===== src/core/fup_pkg.sv =====
// shared constants and types for the flash unlock and protect controller
package fup_pkg;

    // register file addresses (12-bit)
    localparam logic [11:0] FUP_ADDR_CMD_STAT = 12'hff8;
    localparam logic [11:0] FUP_ADDR_PAGE_SP = 12'hff9;
    localparam logic [11:0] FUP_ADDR_FREQ_HI = 12'hffa;
    localparam logic [11:0] FUP_ADDR_FREQ_LO = 12'hffb;

    // command codes written to the command register
    localparam logic [7:0] FUP_CMD_RESET = 8'h00;
    localparam logic [7:0] FUP_CMD_UNLOCK1 = 8'h73;
    localparam logic [7:0] FUP_CMD_UNLOCK2 = 8'h8c;
    localparam logic [7:0] FUP_CMD_SECT_PROT = 8'h5e;
    localparam logic [7:0] FUP_CMD_MASS_ERASE = 8'h63;
    localparam logic [7:0] FUP_CMD_PAGE_ERASE = 8'h95;

    // status field encodings
    localparam logic [5:0] FUP_ST_LOCKED = 6'h00;
    localparam logic [5:0] FUP_ST_FIRST = 6'h01;
    localparam logic [5:0] FUP_ST_SECOND = 6'h02;
    localparam logic [5:0] FUP_ST_UNLOCKED = 6'h03;
    localparam logic [5:0] FUP_ST_SECT_SEL = 6'h04;
    localparam logic [5:0] FUP_ST_PROG = 6'h08;
    localparam logic [5:0] FUP_ST_PERASE = 6'h10;
    localparam logic [5:0] FUP_ST_MERASE = 6'h20;

    // reset values
    localparam logic [7:0] FUP_STAT_RST = 8'h00;
    localparam logic [7:0] FUP_SECT_RST = 8'h00;
    localparam logic [7:0] FUP_PAGE_RST = 8'h00;
    localparam logic [15:0] FUP_FREQ_RST = 16'h0000;

    // page select bit that overlays the information area
    localparam int FUP_INFO_BIT = 7;
    localparam logic [15:0] FUP_INFO_BASE = 16'hfe00;
    localparam logic [15:0] FUP_PART_BASE = 16'hfe40;
    localparam int FUP_PART_LEN = 20;

    // operation times at the kHz rate: program 40 us rounds up to 1 ms, erase counts 10000 ms
    localparam int FUP_PROG_US = 40;
    localparam int FUP_ERASE_MS = 10;
    localparam logic [31:0] FUP_PROG_TICKS = 32'(FUP_PROG_US);
    localparam logic [31:0] FUP_ERASE_TICKS = 32'(FUP_ERASE_MS * 1000);

    typedef enum logic [2:0] {
        FUP_LOCKED = 3'b000,
        FUP_PAGE_OK = 3'b001,
        FUP_FIRST = 3'b011,
        FUP_SECOND = 3'b010,
        FUP_UNLOCKED = 3'b110,
        FUP_BUSY = 3'b111,
        FUP_SECT = 3'b100
    } fup_state_t;

    typedef enum logic [1:0] {
        FUP_OP_NONE = 2'b00,
        FUP_OP_PROG = 2'b01,
        FUP_OP_PERASE = 2'b10,
        FUP_OP_MERASE = 2'b11
    } fup_op_t;

    // register bus request from the processor
    typedef struct packed {
        logic wr;
        logic rd;
        logic [11:0] addr;
        logic [7:0] wdata;
    } fup_req_t;

    // flash array command
    typedef struct packed {
        fup_op_t op;
        logic [7:0] page;
        logic [15:0] addr;
        logic [7:0] data;
    } fup_cmd_t;

endpackage


===== src/core/fup_ctrl.sv =====
// flash lock, unlock, sector protect and status controller
// How it works
// RULE_01 - every reset puts the controller in the locked state.
// RULE_02 - unlock is 00H to command, page, 73H, 8CH, then the same page.
// RULE_03 - any write off the expected unlock step relocks the controller; the code moves to sector select on 5EH and ignores frequency writes.
// RULE_04 - the two frequency bytes form a 16-bit kHz value timing operations.
// RULE_05 - software loads a correct kHz value for 20kHz to 20MHz before use.
// RULE_06 - sector protection clears to zero on reset.
// RULE_07 - command 5EH steers the page address to the sector protect register.
// RULE_08 - sector protect writes only OR bits in and never clear them.
// RULE_09 - any other command deselects sector protect and restores page access.
// RULE_10 - one address reads status and writes the command register.
// RULE_11 - status shows 0,1,2,3 along the unlock path and 4 when selected.
// RULE_12 - status shows 08h, 10h or 20h during program, page or mass erase.
// RULE_13 - status bits seven and six read zero.
// RULE_14 - the read protect option blocks debug and bypass reads of flash.
// RULE_15 - the information area holds a zero-padded 20-char part code.
// RULE_16 - page select bit 7 overlays the information area at FE00H.
// RULE_17 - after an operation ends, status shows the state that then applies.
module fup_ctrl
    import fup_pkg::*;
#(
    parameter logic [8*FUP_PART_LEN-1:0] PART_CODE = {"FUPCORE0", 96'h0}
) (
    input wire logic i_clk,
    input wire logic i_rst,
    input wire fup_req_t i_req,
    output logic [7:0] o_rdata,
    input wire logic i_prog_wr,
    input wire logic [15:0] i_prog_addr,
    input wire logic [7:0] i_prog_data,
    input wire logic i_ext_rd,
    input wire logic [15:0] i_ext_addr,
    input wire logic [7:0] i_flash_rdata,
    input wire logic i_read_protect,
    output logic o_ext_block,
    output logic [7:0] o_ext_rdata,
    output logic o_info_sel,
    output logic o_cmd_valid,
    output fup_cmd_t o_cmd,
    output logic [7:0] o_sect_prot
);
    fup_state_t st_reg, st_next;
    fup_op_t op_reg, op_next;
    logic [7:0] page_reg, page_next;
    logic [7:0] sect_reg, sect_next;
    logic [15:0] freq_reg, freq_next;
    logic [31:0] cnt_reg, cnt_next;
    logic [31:0] khz_reg, khz_next;
    logic [7:0] rdata_reg, rdata_next;
    logic cmd_v_reg, cmd_v_next;
    fup_cmd_t cmd_reg, cmd_next;
    logic ext_info_reg, ext_blk_reg;
    logic [7:0] ext_flash_reg;
    logic [7:0] rom_data;
    logic wr_cmd, wr_page;
    logic [2:0] sect_idx;
    logic [5:0] stat_field;

    assign wr_cmd = i_req.wr && i_req.addr == FUP_ADDR_CMD_STAT; // see RULE_10
    assign wr_page = i_req.wr && i_req.addr == FUP_ADDR_PAGE_SP;
    assign sect_idx = page_reg[2:0];

    function automatic logic [5:0] stat_of(fup_state_t s, fup_op_t op);
        case (s)
            FUP_FIRST: stat_of = FUP_ST_FIRST; // see RULE_11
            FUP_SECOND: stat_of = FUP_ST_SECOND;
            FUP_UNLOCKED: stat_of = FUP_ST_UNLOCKED;
            FUP_SECT: stat_of = FUP_ST_SECT_SEL;
            FUP_BUSY: begin
                // see RULE_12
                if (op == FUP_OP_PROG) stat_of = FUP_ST_PROG;
                else if (op == FUP_OP_PERASE) stat_of = FUP_ST_PERASE;
                else stat_of = FUP_ST_MERASE;
            end
            default: stat_of = FUP_ST_LOCKED;
        endcase
    endfunction

    assign stat_field = stat_of(st_reg, op_reg);

    always_comb begin
        st_next = st_reg;
        op_next = op_reg;
        page_next = page_reg;
        sect_next = sect_reg;
        freq_next = freq_reg;
        cnt_next = cnt_reg;
        khz_next = khz_reg;
        cmd_v_next = 1'b0;
        cmd_next = cmd_reg;
        rdata_next = rdata_reg;
        if (i_req.rd) begin
            if (i_req.addr == FUP_ADDR_CMD_STAT) begin
                rdata_next = {2'b00, stat_field}; // see RULE_13
            end else if (i_req.addr == FUP_ADDR_PAGE_SP) begin
                rdata_next = (st_reg == FUP_SECT) ? sect_reg : page_reg;
            end else if (i_req.addr == FUP_ADDR_FREQ_HI) begin
                rdata_next = freq_reg[15:8];
            end else if (i_req.addr == FUP_ADDR_FREQ_LO) begin
                rdata_next = freq_reg[7:0];
            end else begin
                rdata_next = 8'h00;
            end
        end
        // see RULE_04
        if (i_req.wr && i_req.addr == FUP_ADDR_FREQ_HI) begin
            freq_next[15:8] = i_req.wdata;
        end
        if (i_req.wr && i_req.addr == FUP_ADDR_FREQ_LO) begin
            freq_next[7:0] = i_req.wdata;
        end
        if (st_reg == FUP_BUSY) begin
            // one tick per system clock; every freq cycles is 1 ms
            if (khz_reg + 32'd1 >= 32'(freq_reg)) begin
                khz_next = '0;
                cnt_next = cnt_reg - 32'd1;
            end else begin
                khz_next = khz_reg + 32'd1;
            end
            if (cnt_reg == 32'd0) begin
                st_next = FUP_UNLOCKED; // see RULE_17
                op_next = FUP_OP_NONE;
            end
        end else if (wr_cmd) begin
            // see RULE_09
            if (i_req.wdata == FUP_CMD_SECT_PROT) begin
                st_next = FUP_SECT; // see RULE_07
            end else if (st_reg == FUP_PAGE_OK &&
                         i_req.wdata == FUP_CMD_UNLOCK1) begin
                st_next = FUP_FIRST; // see RULE_02
            end else if (st_reg == FUP_FIRST &&
                         i_req.wdata == FUP_CMD_UNLOCK2) begin
                st_next = FUP_SECOND;
            end else if (st_reg == FUP_UNLOCKED &&
                         (i_req.wdata == FUP_CMD_PAGE_ERASE ||
                          i_req.wdata == FUP_CMD_MASS_ERASE) &&
                         !sect_reg[sect_idx]) begin
                st_next = FUP_BUSY;
                op_next = (i_req.wdata == FUP_CMD_MASS_ERASE) ?
                          FUP_OP_MERASE : FUP_OP_PERASE;
                cnt_next = FUP_ERASE_TICKS;
                khz_next = '0;
                cmd_v_next = 1'b1;
                cmd_next = '{op: op_next, page: page_reg,
                             addr: 16'h0000, data: 8'h00};
            end else if (i_req.wdata == FUP_CMD_RESET) begin
                st_next = FUP_LOCKED; // reset step opens the sequence
            end else begin
                st_next = FUP_LOCKED; // see RULE_03
            end
        end else if (wr_page) begin
            if (st_reg == FUP_SECT) begin
                sect_next = sect_reg | i_req.wdata; // see RULE_08
            end else begin
                page_next = i_req.wdata;
                if (st_reg == FUP_LOCKED) begin
                    st_next = FUP_PAGE_OK;
                end else if (st_reg == FUP_SECOND &&
                             i_req.wdata == page_reg) begin
                    st_next = FUP_UNLOCKED; // see RULE_02
                end else begin
                    st_next = FUP_LOCKED; // see RULE_03
                end
            end
        end else if (i_prog_wr && st_reg == FUP_UNLOCKED &&
                     !sect_reg[sect_idx]) begin
            st_next = FUP_BUSY;
            op_next = FUP_OP_PROG;
            cnt_next = FUP_PROG_TICKS / 32'd1000 + 32'd1;
            khz_next = '0;
            cmd_v_next = 1'b1;
            cmd_next = '{op: FUP_OP_PROG, page: page_reg,
                         addr: i_prog_addr, data: i_prog_data};
        end
    end

    always_ff @(posedge i_clk) begin
        if (i_rst) begin
            st_reg <= FUP_LOCKED; // see RULE_01
            op_reg <= FUP_OP_NONE;
            page_reg <= FUP_PAGE_RST;
            sect_reg <= FUP_SECT_RST; // see RULE_06
            freq_reg <= FUP_FREQ_RST;
            cnt_reg <= '0;
            khz_reg <= '0;
            rdata_reg <= FUP_STAT_RST;
            cmd_v_reg <= 1'b0;
            cmd_reg <= '0;
        end else begin
            st_reg <= st_next;
            op_reg <= op_next;
            page_reg <= page_next;
            sect_reg <= sect_next;
            freq_reg <= freq_next;
            cnt_reg <= cnt_next;
            khz_reg <= khz_next;
            rdata_reg <= rdata_next;
            cmd_v_reg <= cmd_v_next;
            cmd_reg <= cmd_next;
        end
    end

    // external (debug / bypass) read path with information overlay
    logic ext_info_hit;
    logic [15:0] part_off;
    assign ext_info_hit = page_reg[FUP_INFO_BIT] &&
                          i_ext_addr >= FUP_INFO_BASE; // see RULE_16
    assign part_off = i_ext_addr - FUP_PART_BASE;

    fup_part_rom #(.LEN(FUP_PART_LEN)) u_rom (
        .i_clk(i_clk),
        .i_idx((i_ext_addr >= FUP_PART_BASE &&
                part_off < 16'(FUP_PART_LEN)) ? part_off[4:0] : 5'h1f),
        .i_code(PART_CODE),
        .o_data(rom_data)
    ); // see RULE_15

    always_ff @(posedge i_clk) begin
        if (i_rst) begin
            ext_info_reg <= 1'b0;
            ext_blk_reg <= 1'b0;
            ext_flash_reg <= 8'h00;
        end else begin
            ext_info_reg <= i_ext_rd && ext_info_hit;
            // see RULE_14
            ext_blk_reg <= i_ext_rd && i_read_protect && !ext_info_hit;
            ext_flash_reg <= (i_ext_rd && !i_read_protect) ?
                             i_flash_rdata : 8'h00;
        end
    end

    assign o_ext_rdata = ext_info_reg ? rom_data :
                         (ext_blk_reg ? 8'hff : ext_flash_reg);
    assign o_ext_block = ext_blk_reg;
    assign o_info_sel = page_reg[FUP_INFO_BIT];
    assign o_rdata = rdata_reg;
    assign o_cmd_valid = cmd_v_reg;
    assign o_cmd = cmd_reg;
    assign o_sect_prot = sect_reg;

    relock_wrong_a: assert property (@(posedge i_clk) disable iff (i_rst)
        wr_cmd && st_reg == FUP_FIRST && i_req.wdata != FUP_CMD_UNLOCK2 &&
        i_req.wdata != FUP_CMD_SECT_PROT |=> st_reg == FUP_LOCKED)
        else $error("bad command did not relock"); // see RULE_03
    unlock_path_a: assert property (@(posedge i_clk) disable iff (i_rst)
        wr_page && st_reg == FUP_SECOND && i_req.wdata == page_reg
        |=> st_reg == FUP_UNLOCKED && stat_field == FUP_ST_UNLOCKED)
        else $error("unlock did not complete"); // see RULE_02
    reset_lock_a: assert property (@(posedge i_clk)
        i_rst |=> st_reg == FUP_LOCKED && sect_reg == 8'h00)
        else $error("reset left state"); // see RULE_01
    sect_or_a: assert property (@(posedge i_clk) disable iff (i_rst)
        (sect_reg & $past(sect_reg)) == $past(sect_reg))
        else $error("protect bit cleared"); // see RULE_08
    sect_select_a: assert property (@(posedge i_clk) disable iff (i_rst)
        wr_cmd && st_reg != FUP_BUSY && i_req.wdata == FUP_CMD_SECT_PROT
        |=> stat_field == FUP_ST_SECT_SEL)
        else $error("select not shown"); // see RULE_07
    sect_desel_a: assert property (@(posedge i_clk) disable iff (i_rst)
        wr_cmd && st_reg == FUP_SECT && i_req.wdata != FUP_CMD_SECT_PROT
        |=> st_reg != FUP_SECT)
        else $error("select not dropped"); // see RULE_09
    stat_top_a: assert property (@(posedge i_clk) disable iff (i_rst)
        $past(i_req.rd && i_req.addr == FUP_ADDR_CMD_STAT)
        |-> o_rdata[7:6] == 2'b00)
        else $error("reserved status bits set"); // see RULE_13
    busy_code_a: assert property (@(posedge i_clk) disable iff (i_rst)
        st_reg == FUP_BUSY && op_reg == FUP_OP_PROG
        |-> stat_field[5:3] == 3'b001)
        else $error("program code wrong"); // see RULE_12
    busy_end_a: assert property (@(posedge i_clk) disable iff (i_rst)
        st_reg == FUP_BUSY && cnt_reg == 32'd0
        |=> stat_field == FUP_ST_UNLOCKED)
        else $error("status stuck busy"); // see RULE_17
    protect_blk_a: assert property (@(posedge i_clk) disable iff (i_rst)
        i_ext_rd && i_read_protect && !ext_info_hit |=> o_ext_rdata == 8'hff)
        else $error("protected read leaked"); // see RULE_14
endmodule


===== src/core/fup_part_rom.sv =====
// part code lookup with registered read data
module fup_part_rom
    import fup_pkg::*;
#(
    parameter int LEN = FUP_PART_LEN
) (
    input wire logic i_clk,
    input wire logic [4:0] i_idx,
    input wire logic [8*LEN-1:0] i_code,
    output logic [7:0] o_data
);
    // index 31 is the past-end code, so at most 31 characters fit
    if (LEN < 1 || LEN > 31) begin : g_len_check
        $error("fup_part_rom: bad LEN");
    end

    logic [7:0] data_next;

    always_comb begin
        data_next = 8'h00;
        // left-justified: character 0 sits in the top byte; past end is zero
        if (32'(i_idx) < LEN) begin
            data_next = i_code[8*(LEN-1-32'(i_idx)) +: 8];
        end
    end

    always_ff @(posedge i_clk) begin
        o_data <= data_next;
    end
endmodule


===== config.mk =====
export PLATFORM = sky130hd
export DESIGN_NAME = fup_ctrl
export DESIGN_NICKNAME = d
export VERILOG_FILES = /design/src/core/fup_pkg.sv /design/src/core/fup_ctrl.sv /design/src/core/fup_part_rom.sv
export SDC_FILE = /design/constraint.sdc
export NUM_CORES = 1
export LEC_CHECK = 0
export BUFFER_PORTS_ARGS = -buffer_cell sky130_fd_sc_hd__buf_2
export CORE_MARGIN = 3
export CORE_UTILIZATION = 61
export CTS_CLUSTER_DIAMETER = 30
export CTS_CLUSTER_SIZE = 20
export DETAILED_ROUTE_END_ITERATION = 7
export HOLD_SLACK_MARGIN = 0.06
export PLACE_DENSITY_LB_ADDON = 0.1
export SLEW_MARGIN = 20
export SYNTH_ARGS = -nofsm -noshare
export SYNTH_HDL_FRONTEND = slang
export SYNTH_SLANG_ARGS = --single-unit

===== constraint.sdc =====
create_clock -name i_clk -period 7.6 [get_ports i_clk]
set_input_delay 0.76 -clock i_clk [delete_from_list [all_inputs] [get_ports i_clk]]
set_output_delay 0.76 -clock i_clk [all_outputs]
set_load 0.005 [all_outputs]

Yosys cells after proc, flatten, opt, wreduce, memory -nomap -nowiden
Cells that the tools add are included.
{"block": "op_classes", "addsub": 4, "magnitude_cmp": 6, "n_eq_ne": 31, "shift": 1, "n_mux": 67, "n_bitwise": 5, "reduce_logical": 35}
{"operator": "two-way mux 32 bit", "count": 18}
{"operator": "two-way mux 34 bit", "count": 7}
{"operator": "variable part select 160 x 33 -> 8 bit, first input constant", "count": 1}
{"operator": "two-way mux 8 bit", "count": 7}
{"operator": "== test 12 bit, second input constant", "count": 4}
{"operator": "two-way mux 3 bit", "count": 12}
{"operator": "adder 32 x 1 -> 32 bit, second input constant", "count": 1}
{"operator": ">= comparator 16 bit, second input constant", "count": 2}
{"operator": ">= comparator 32 x 16 -> 1 bit", "count": 1}
{"operator": "logical NOT 32 bit", "count": 1}
{"operator": "subtractor 32 x 1 -> 32 bit, second input constant", "count": 1}
{"operator": "case mux 6 bit (5 select lines)", "count": 1}
{"operator": "== test 8 x 7 -> 1 bit, second input constant", "count": 3}
{"operator": "AND reduction 7 bit", "count": 3}
{"operator": "two-way mux 2 bit", "count": 9}
{"operator": "logical AND 1 bit", "count": 17}
{"operator": "== test 8 bit, second input constant", "count": 2}
{"operator": "< comparator 16 x 5 -> 1 bit, second input constant", "count": 1}
{"operator": "subtractor 16 bit, second input constant", "count": 1}
{"operator": "two-way mux 6 bit", "count": 2}
{"operator": "== test 3 bit, second input constant", "count": 3}
{"operator": "two-way mux 1 bit", "count": 9}
{"operator": "inequality test 3 bit, second input constant", "count": 3}
{"operator": "== test 8 bit", "count": 1}
{"operator": "26 further kinds", "count": 39}
{"block": "totals", "regBits": 162, "input_bits": 75, "out_inout_bits": 61, "word_cells": 167}

Longest topological paths before layout
{"block": "logic_depth", "ltp_word": 10, "mapped_depth": 18, "mapped_depth_nobuf": 16}

Modules after synthesis
From an unflattened synthesis, not the netlist that was laid out.
{"block": "unflattened", "hier_cells": 1063, "hier_area_um2": 9512.9}
{"mod": "fup_ctrl", "n_inst": 1, "cells_each": 959, "area_each_um2": 7970.1, "seq_area_each_um2": 3083.0}
{"mod": "fup_part_rom", "n_inst": 1, "cells_each": 104, "area_each_um2": 1542.7, "seq_area_each_um2": 160.2}

Worst setup path before layout
No wires, ideal clock.
{"block": "synth_timing", "path_type": "reg2reg", "startpoint": "register khz_reg[0]", "endpoint": "register cnt_reg[17]", "setup_time_ns": 0.092, "arrival_ns": 4.009, "t_required_ns": 7.508, "slack_ns": 3.499, "path_stages_with_launch": 19, "path_buffers": 3, "synth_period_minus_slack_ns": 4.101, "cell_sequence": "dfxtp_1 ha_1 nand2_1 or2_0 clkbuf_1 nor3_1 nand3_1 or2_1 xnor2_1 ha_1 a21o_1 a211o_1 a211oi_1 nand4b_1 o31ai_1 buf_2 buf_2 a21oi_1 o32ai_1"}
{"block": "synth_via", "elab_chain_len": 4}
{"element": "from (decl)", "line": "fup_ctrl.sv:49", "source": "logic [31:0] khz_reg, khz_next;"}
{"element": "from (signal assigned)", "line": "fup_ctrl.sv:197", "source": "khz_reg <= khz_next;"}
{"element": "adder 32 x 1 -> 32 bit", "line": "fup_ctrl.sv:115", "source": "if (khz_reg + 32'd1 >= 32'(freq_reg)) begin"}
{"element": ">= comparator 32 x 16 -> 1 bit", "line": "fup_ctrl.sv:115"}
{"element": "inequality test 2 x 1 -> 1 bit (no source line)"}
{"element": "AND reduction 7 bit (no source line)"}
{"element": "to (signal assigned)", "line": "fup_ctrl.sv:196", "source": "cnt_reg <= cnt_next;"}
{"element": "to (decl)", "line": "fup_ctrl.sv:48", "source": "logic [31:0] cnt_reg, cnt_next;"}
Every way passes these cells.
A chain may end at the register's enable or synchronous reset.

Worst setup path in the final report
{"block": "layout_timing", "startpoint": "register khz_reg[0]", "endpoint": "register cnt_reg[1]"}
The elaborated chain is that of the path after synthesis.

==> reports/qor.txt <==
switching share of total power -> 22.1%
cell area after synthesis -> 8290 um2
Cell variety after synth -> 73
syn_nets -> 1088
H-tree Lvls -> 4
RSZ-0062 raised after global routing -> no
Core ar. -> 12900 um2
Worst EP arrival -> 5550 ps
IO buf count -> 135
Final setup viols -> 0
power density cells -> 189 nW/um2
post-layout power -> 1.81 mW
Clock Tree Buf Depth -> 2
Int Pwr -> 1.41 mW
Diodes inserted -> 0
ys async rst share -> 0%
combinational power share -> 3.6%
later-pin clock latency in the skew report -> 430 ps
DRT iter0 DRCs -> 612
Critical Path RT -> 7940 ps
routability cong. -> 0.902
vias in the first global route -> 6969
Fmax -> 192 MHz
dominant cell type by area after synthesis -> dfxtp_1
dpl cells -> 1234
clock root buffer -> clkbuf_16
Clock Pin Slew Worst Setup and Hold Paths -> 70 ps
Fin Setup TNS -> 0 ps
drt wl/cell -> 16.1 um
ANT nets after route -> 0
Net Sw Power -> 0.400 mW
status -> finished clean
fin cells -> 1266
IO Pins -> 136
most frequent cell after synthesis -> dfxtp_1
drt pass-1 iters -> 5
Reg2Reg Setup Slack -> 2400 ps
Final Worst Setup Slack -> 2400 ps
hold_buf cts -> 0
Layout area overhead -> 15.6%
Period Utilization, post-route -> 68.5%
shortest period the worst path allows -> 5200 ps
Synth top area share -> 38.9%
Final HPWL DP -> 14100 um
Final nets -> 1177
routed vias -> 7546
Clk pwr share -> 49.7%
pre-CTS setup slack -> 2480 ps
crit path launch type -> flip-flop
num rows -> 41
CP max FO -> 42
Main synth FF type -> dfxtp_1
max-cap viol count -> 0
Max Slew Vio Count -> 0
Rel. slew slack -> 25.7%
Sink Count -> 161
Post-CTS Resized -> 0
Worst Hold Class -> reg2reg
Die Area -> 15000 um2
number of buffers created by CTS -> 17
initial antenna violation count -> 0
routed wire length -> 20400 um
largest net degree at the start of global routing -> 65
post-synthesis sequential area ratio -> 38.9%
Largest register FFs -> 34
vias per cell -> 5.96
Hold Fails Final Rpt -> 0
DRC viols -> 0
CTS tree -> built
Yosys reg bits -> 161
Setup crit end kind -> flip-flop
Post-synth EDFFs -> 0
Pleak -> 4.02 nW
total gr overflow -> 0
Commonest cells post-synth -> dfxtp_1, nor2_1, nand2_1
Cells after Synth -> 992
Worst Tran Pin Value -> 1110 ps
Post-CTS Setup Inserts -> 0
Sequential Power Share -> 46.7%
crit path kind -> reg2reg
largest cells by area after synthesis -> dfxtp_1, nor2_1, nand2_1
Synth Warn # -> 0
clock skew -> 9.58 ps
first-pass GRT wire length -> 33500 um
die height -> 123 um
die width -> 123 um
Initial Util -> 64.1%
Max IR drop VDD -> 184 uV
GRT Resource Usage Total -> 27.4%
fraction of layout cells with a size suffix above 1 -> 18.3%
Syn Area/Cell -> 8.36 um2
==> through the flow <==
step / cell area [um2] / util [%] / hold slack [ps]
6_report: 9580 / 74.1 / 453
5_1_grt: 9580 / 74.1 / 464
4_1_cts: 9580 / 74.1 / 455
3_5_place_dp: 8950 / 69.3 / 446
3_3_place_gp: 8940 / 69.2 / 440
2_1_floorplan: 8290 / - / 449
==> logic make-up after synthesis <==
group | Yosys count | share of synthesized area [%]
simple gates | 421 | 26.2
compound gates | 195 | 15.8
flops | 161 | 38.9
buf+inv | 97 | 4.74
xor+xnor | 60 | 6.34
mux | 37 | 4.93
fa+ha+maj | 21 | 3.17
==> cells in the final DEF (no fill, tap or decap), types with 4 or more instances in the layout <==
master / n
a211oi_1: 8
a21o_1: 8
a21oi_1: 58
a22o_1: 24
a22oi_1: 6
a311oi_1: 4
and2_1: 12
and3_1: 11
and4_1: 9
buf_2: 135
buf_4: 4
clkbuf_16: 17
dfxtp_1: 161
ha_1: 21
inv_1: 27
inv_6: 4
mux2i_1: 33
nand2_1: 89
nand2b_1: 13
nand3_1: 34
nand4_1: 21
nor2_1: 129
nor3_1: 17
nor3b_1: 4
nor4_1: 9
o211ai_1: 5
o21ai_0: 33
o31ai_1: 10
o32ai_1: 9
or2_1: 4
or2_2: 5
or3_1: 21
or4_1: 15
xnor2_1: 34
xor2_1: 26
==> power groups by stage <==
stage / sequential (mW) / clock (mW) / combinational [mW]
after floorplan: 0.865 / 0 / 0.0339
after global placement: 0.866 / 0 / 0.0625
after detailed placement: 0.866 / 0 / 0.0637
after CTS: 0.847 / 0.907 / 0.0640
after global routing: 0.847 / 0.942 / 0.0708
final: 0.847 / 0.901 / 0.0645
==> layout make-up <==
type / count / area (um2)
fillers: 1031 / 3350
flip-flops and latches: 161 / 3220
inverters: 27 / 101
repair buffers: 140 / 717
clock buffers: 19 / 453
multi-input cells: 734 / 4700
clock inverters: 13 / 174
well taps: 172 / 215
==> path summary, 6_finish.rpt <==
check             startpoint          to  cells past startpoint
setup / recovery  khz_reg[0]  cnt_reg[1]                     16
setup reg to reg  khz_reg[0]  cnt_reg[1]                     16
hold reg to reg    o_cmd[26]   o_cmd[26]                      2
hold / removal     o_cmd[26]   o_cmd[26]                      2
==> metal layers <==
layer / part of all wire (%) / global-route usage [%] / wire [um]
met1: 45 / 37.6 / 9260
met2: 47 / 43.5 / 9560
met3: 6.1 / 5.85 / 1250
met4: 1.7 / 8.54 / 346
met5: 0 / 0 / 0
==> worst max-delay path: stages (launching register included) <==
cell,delay [ps]
dfxtp_1,400
ha_1,280
nand2_1,120
or2_0,360
nor3_1,390
nand3_1,190
or2_1,290
xnor2_1,140
ha_1,310
a21o_1,190
a211o_1,290
a211oi_1,230
nand4b_1,190
o31ai_4,260
buf_4,400
nand2_1,690
o22ai_1,390
No activity file was read; power rests on OpenSTA's default activity.
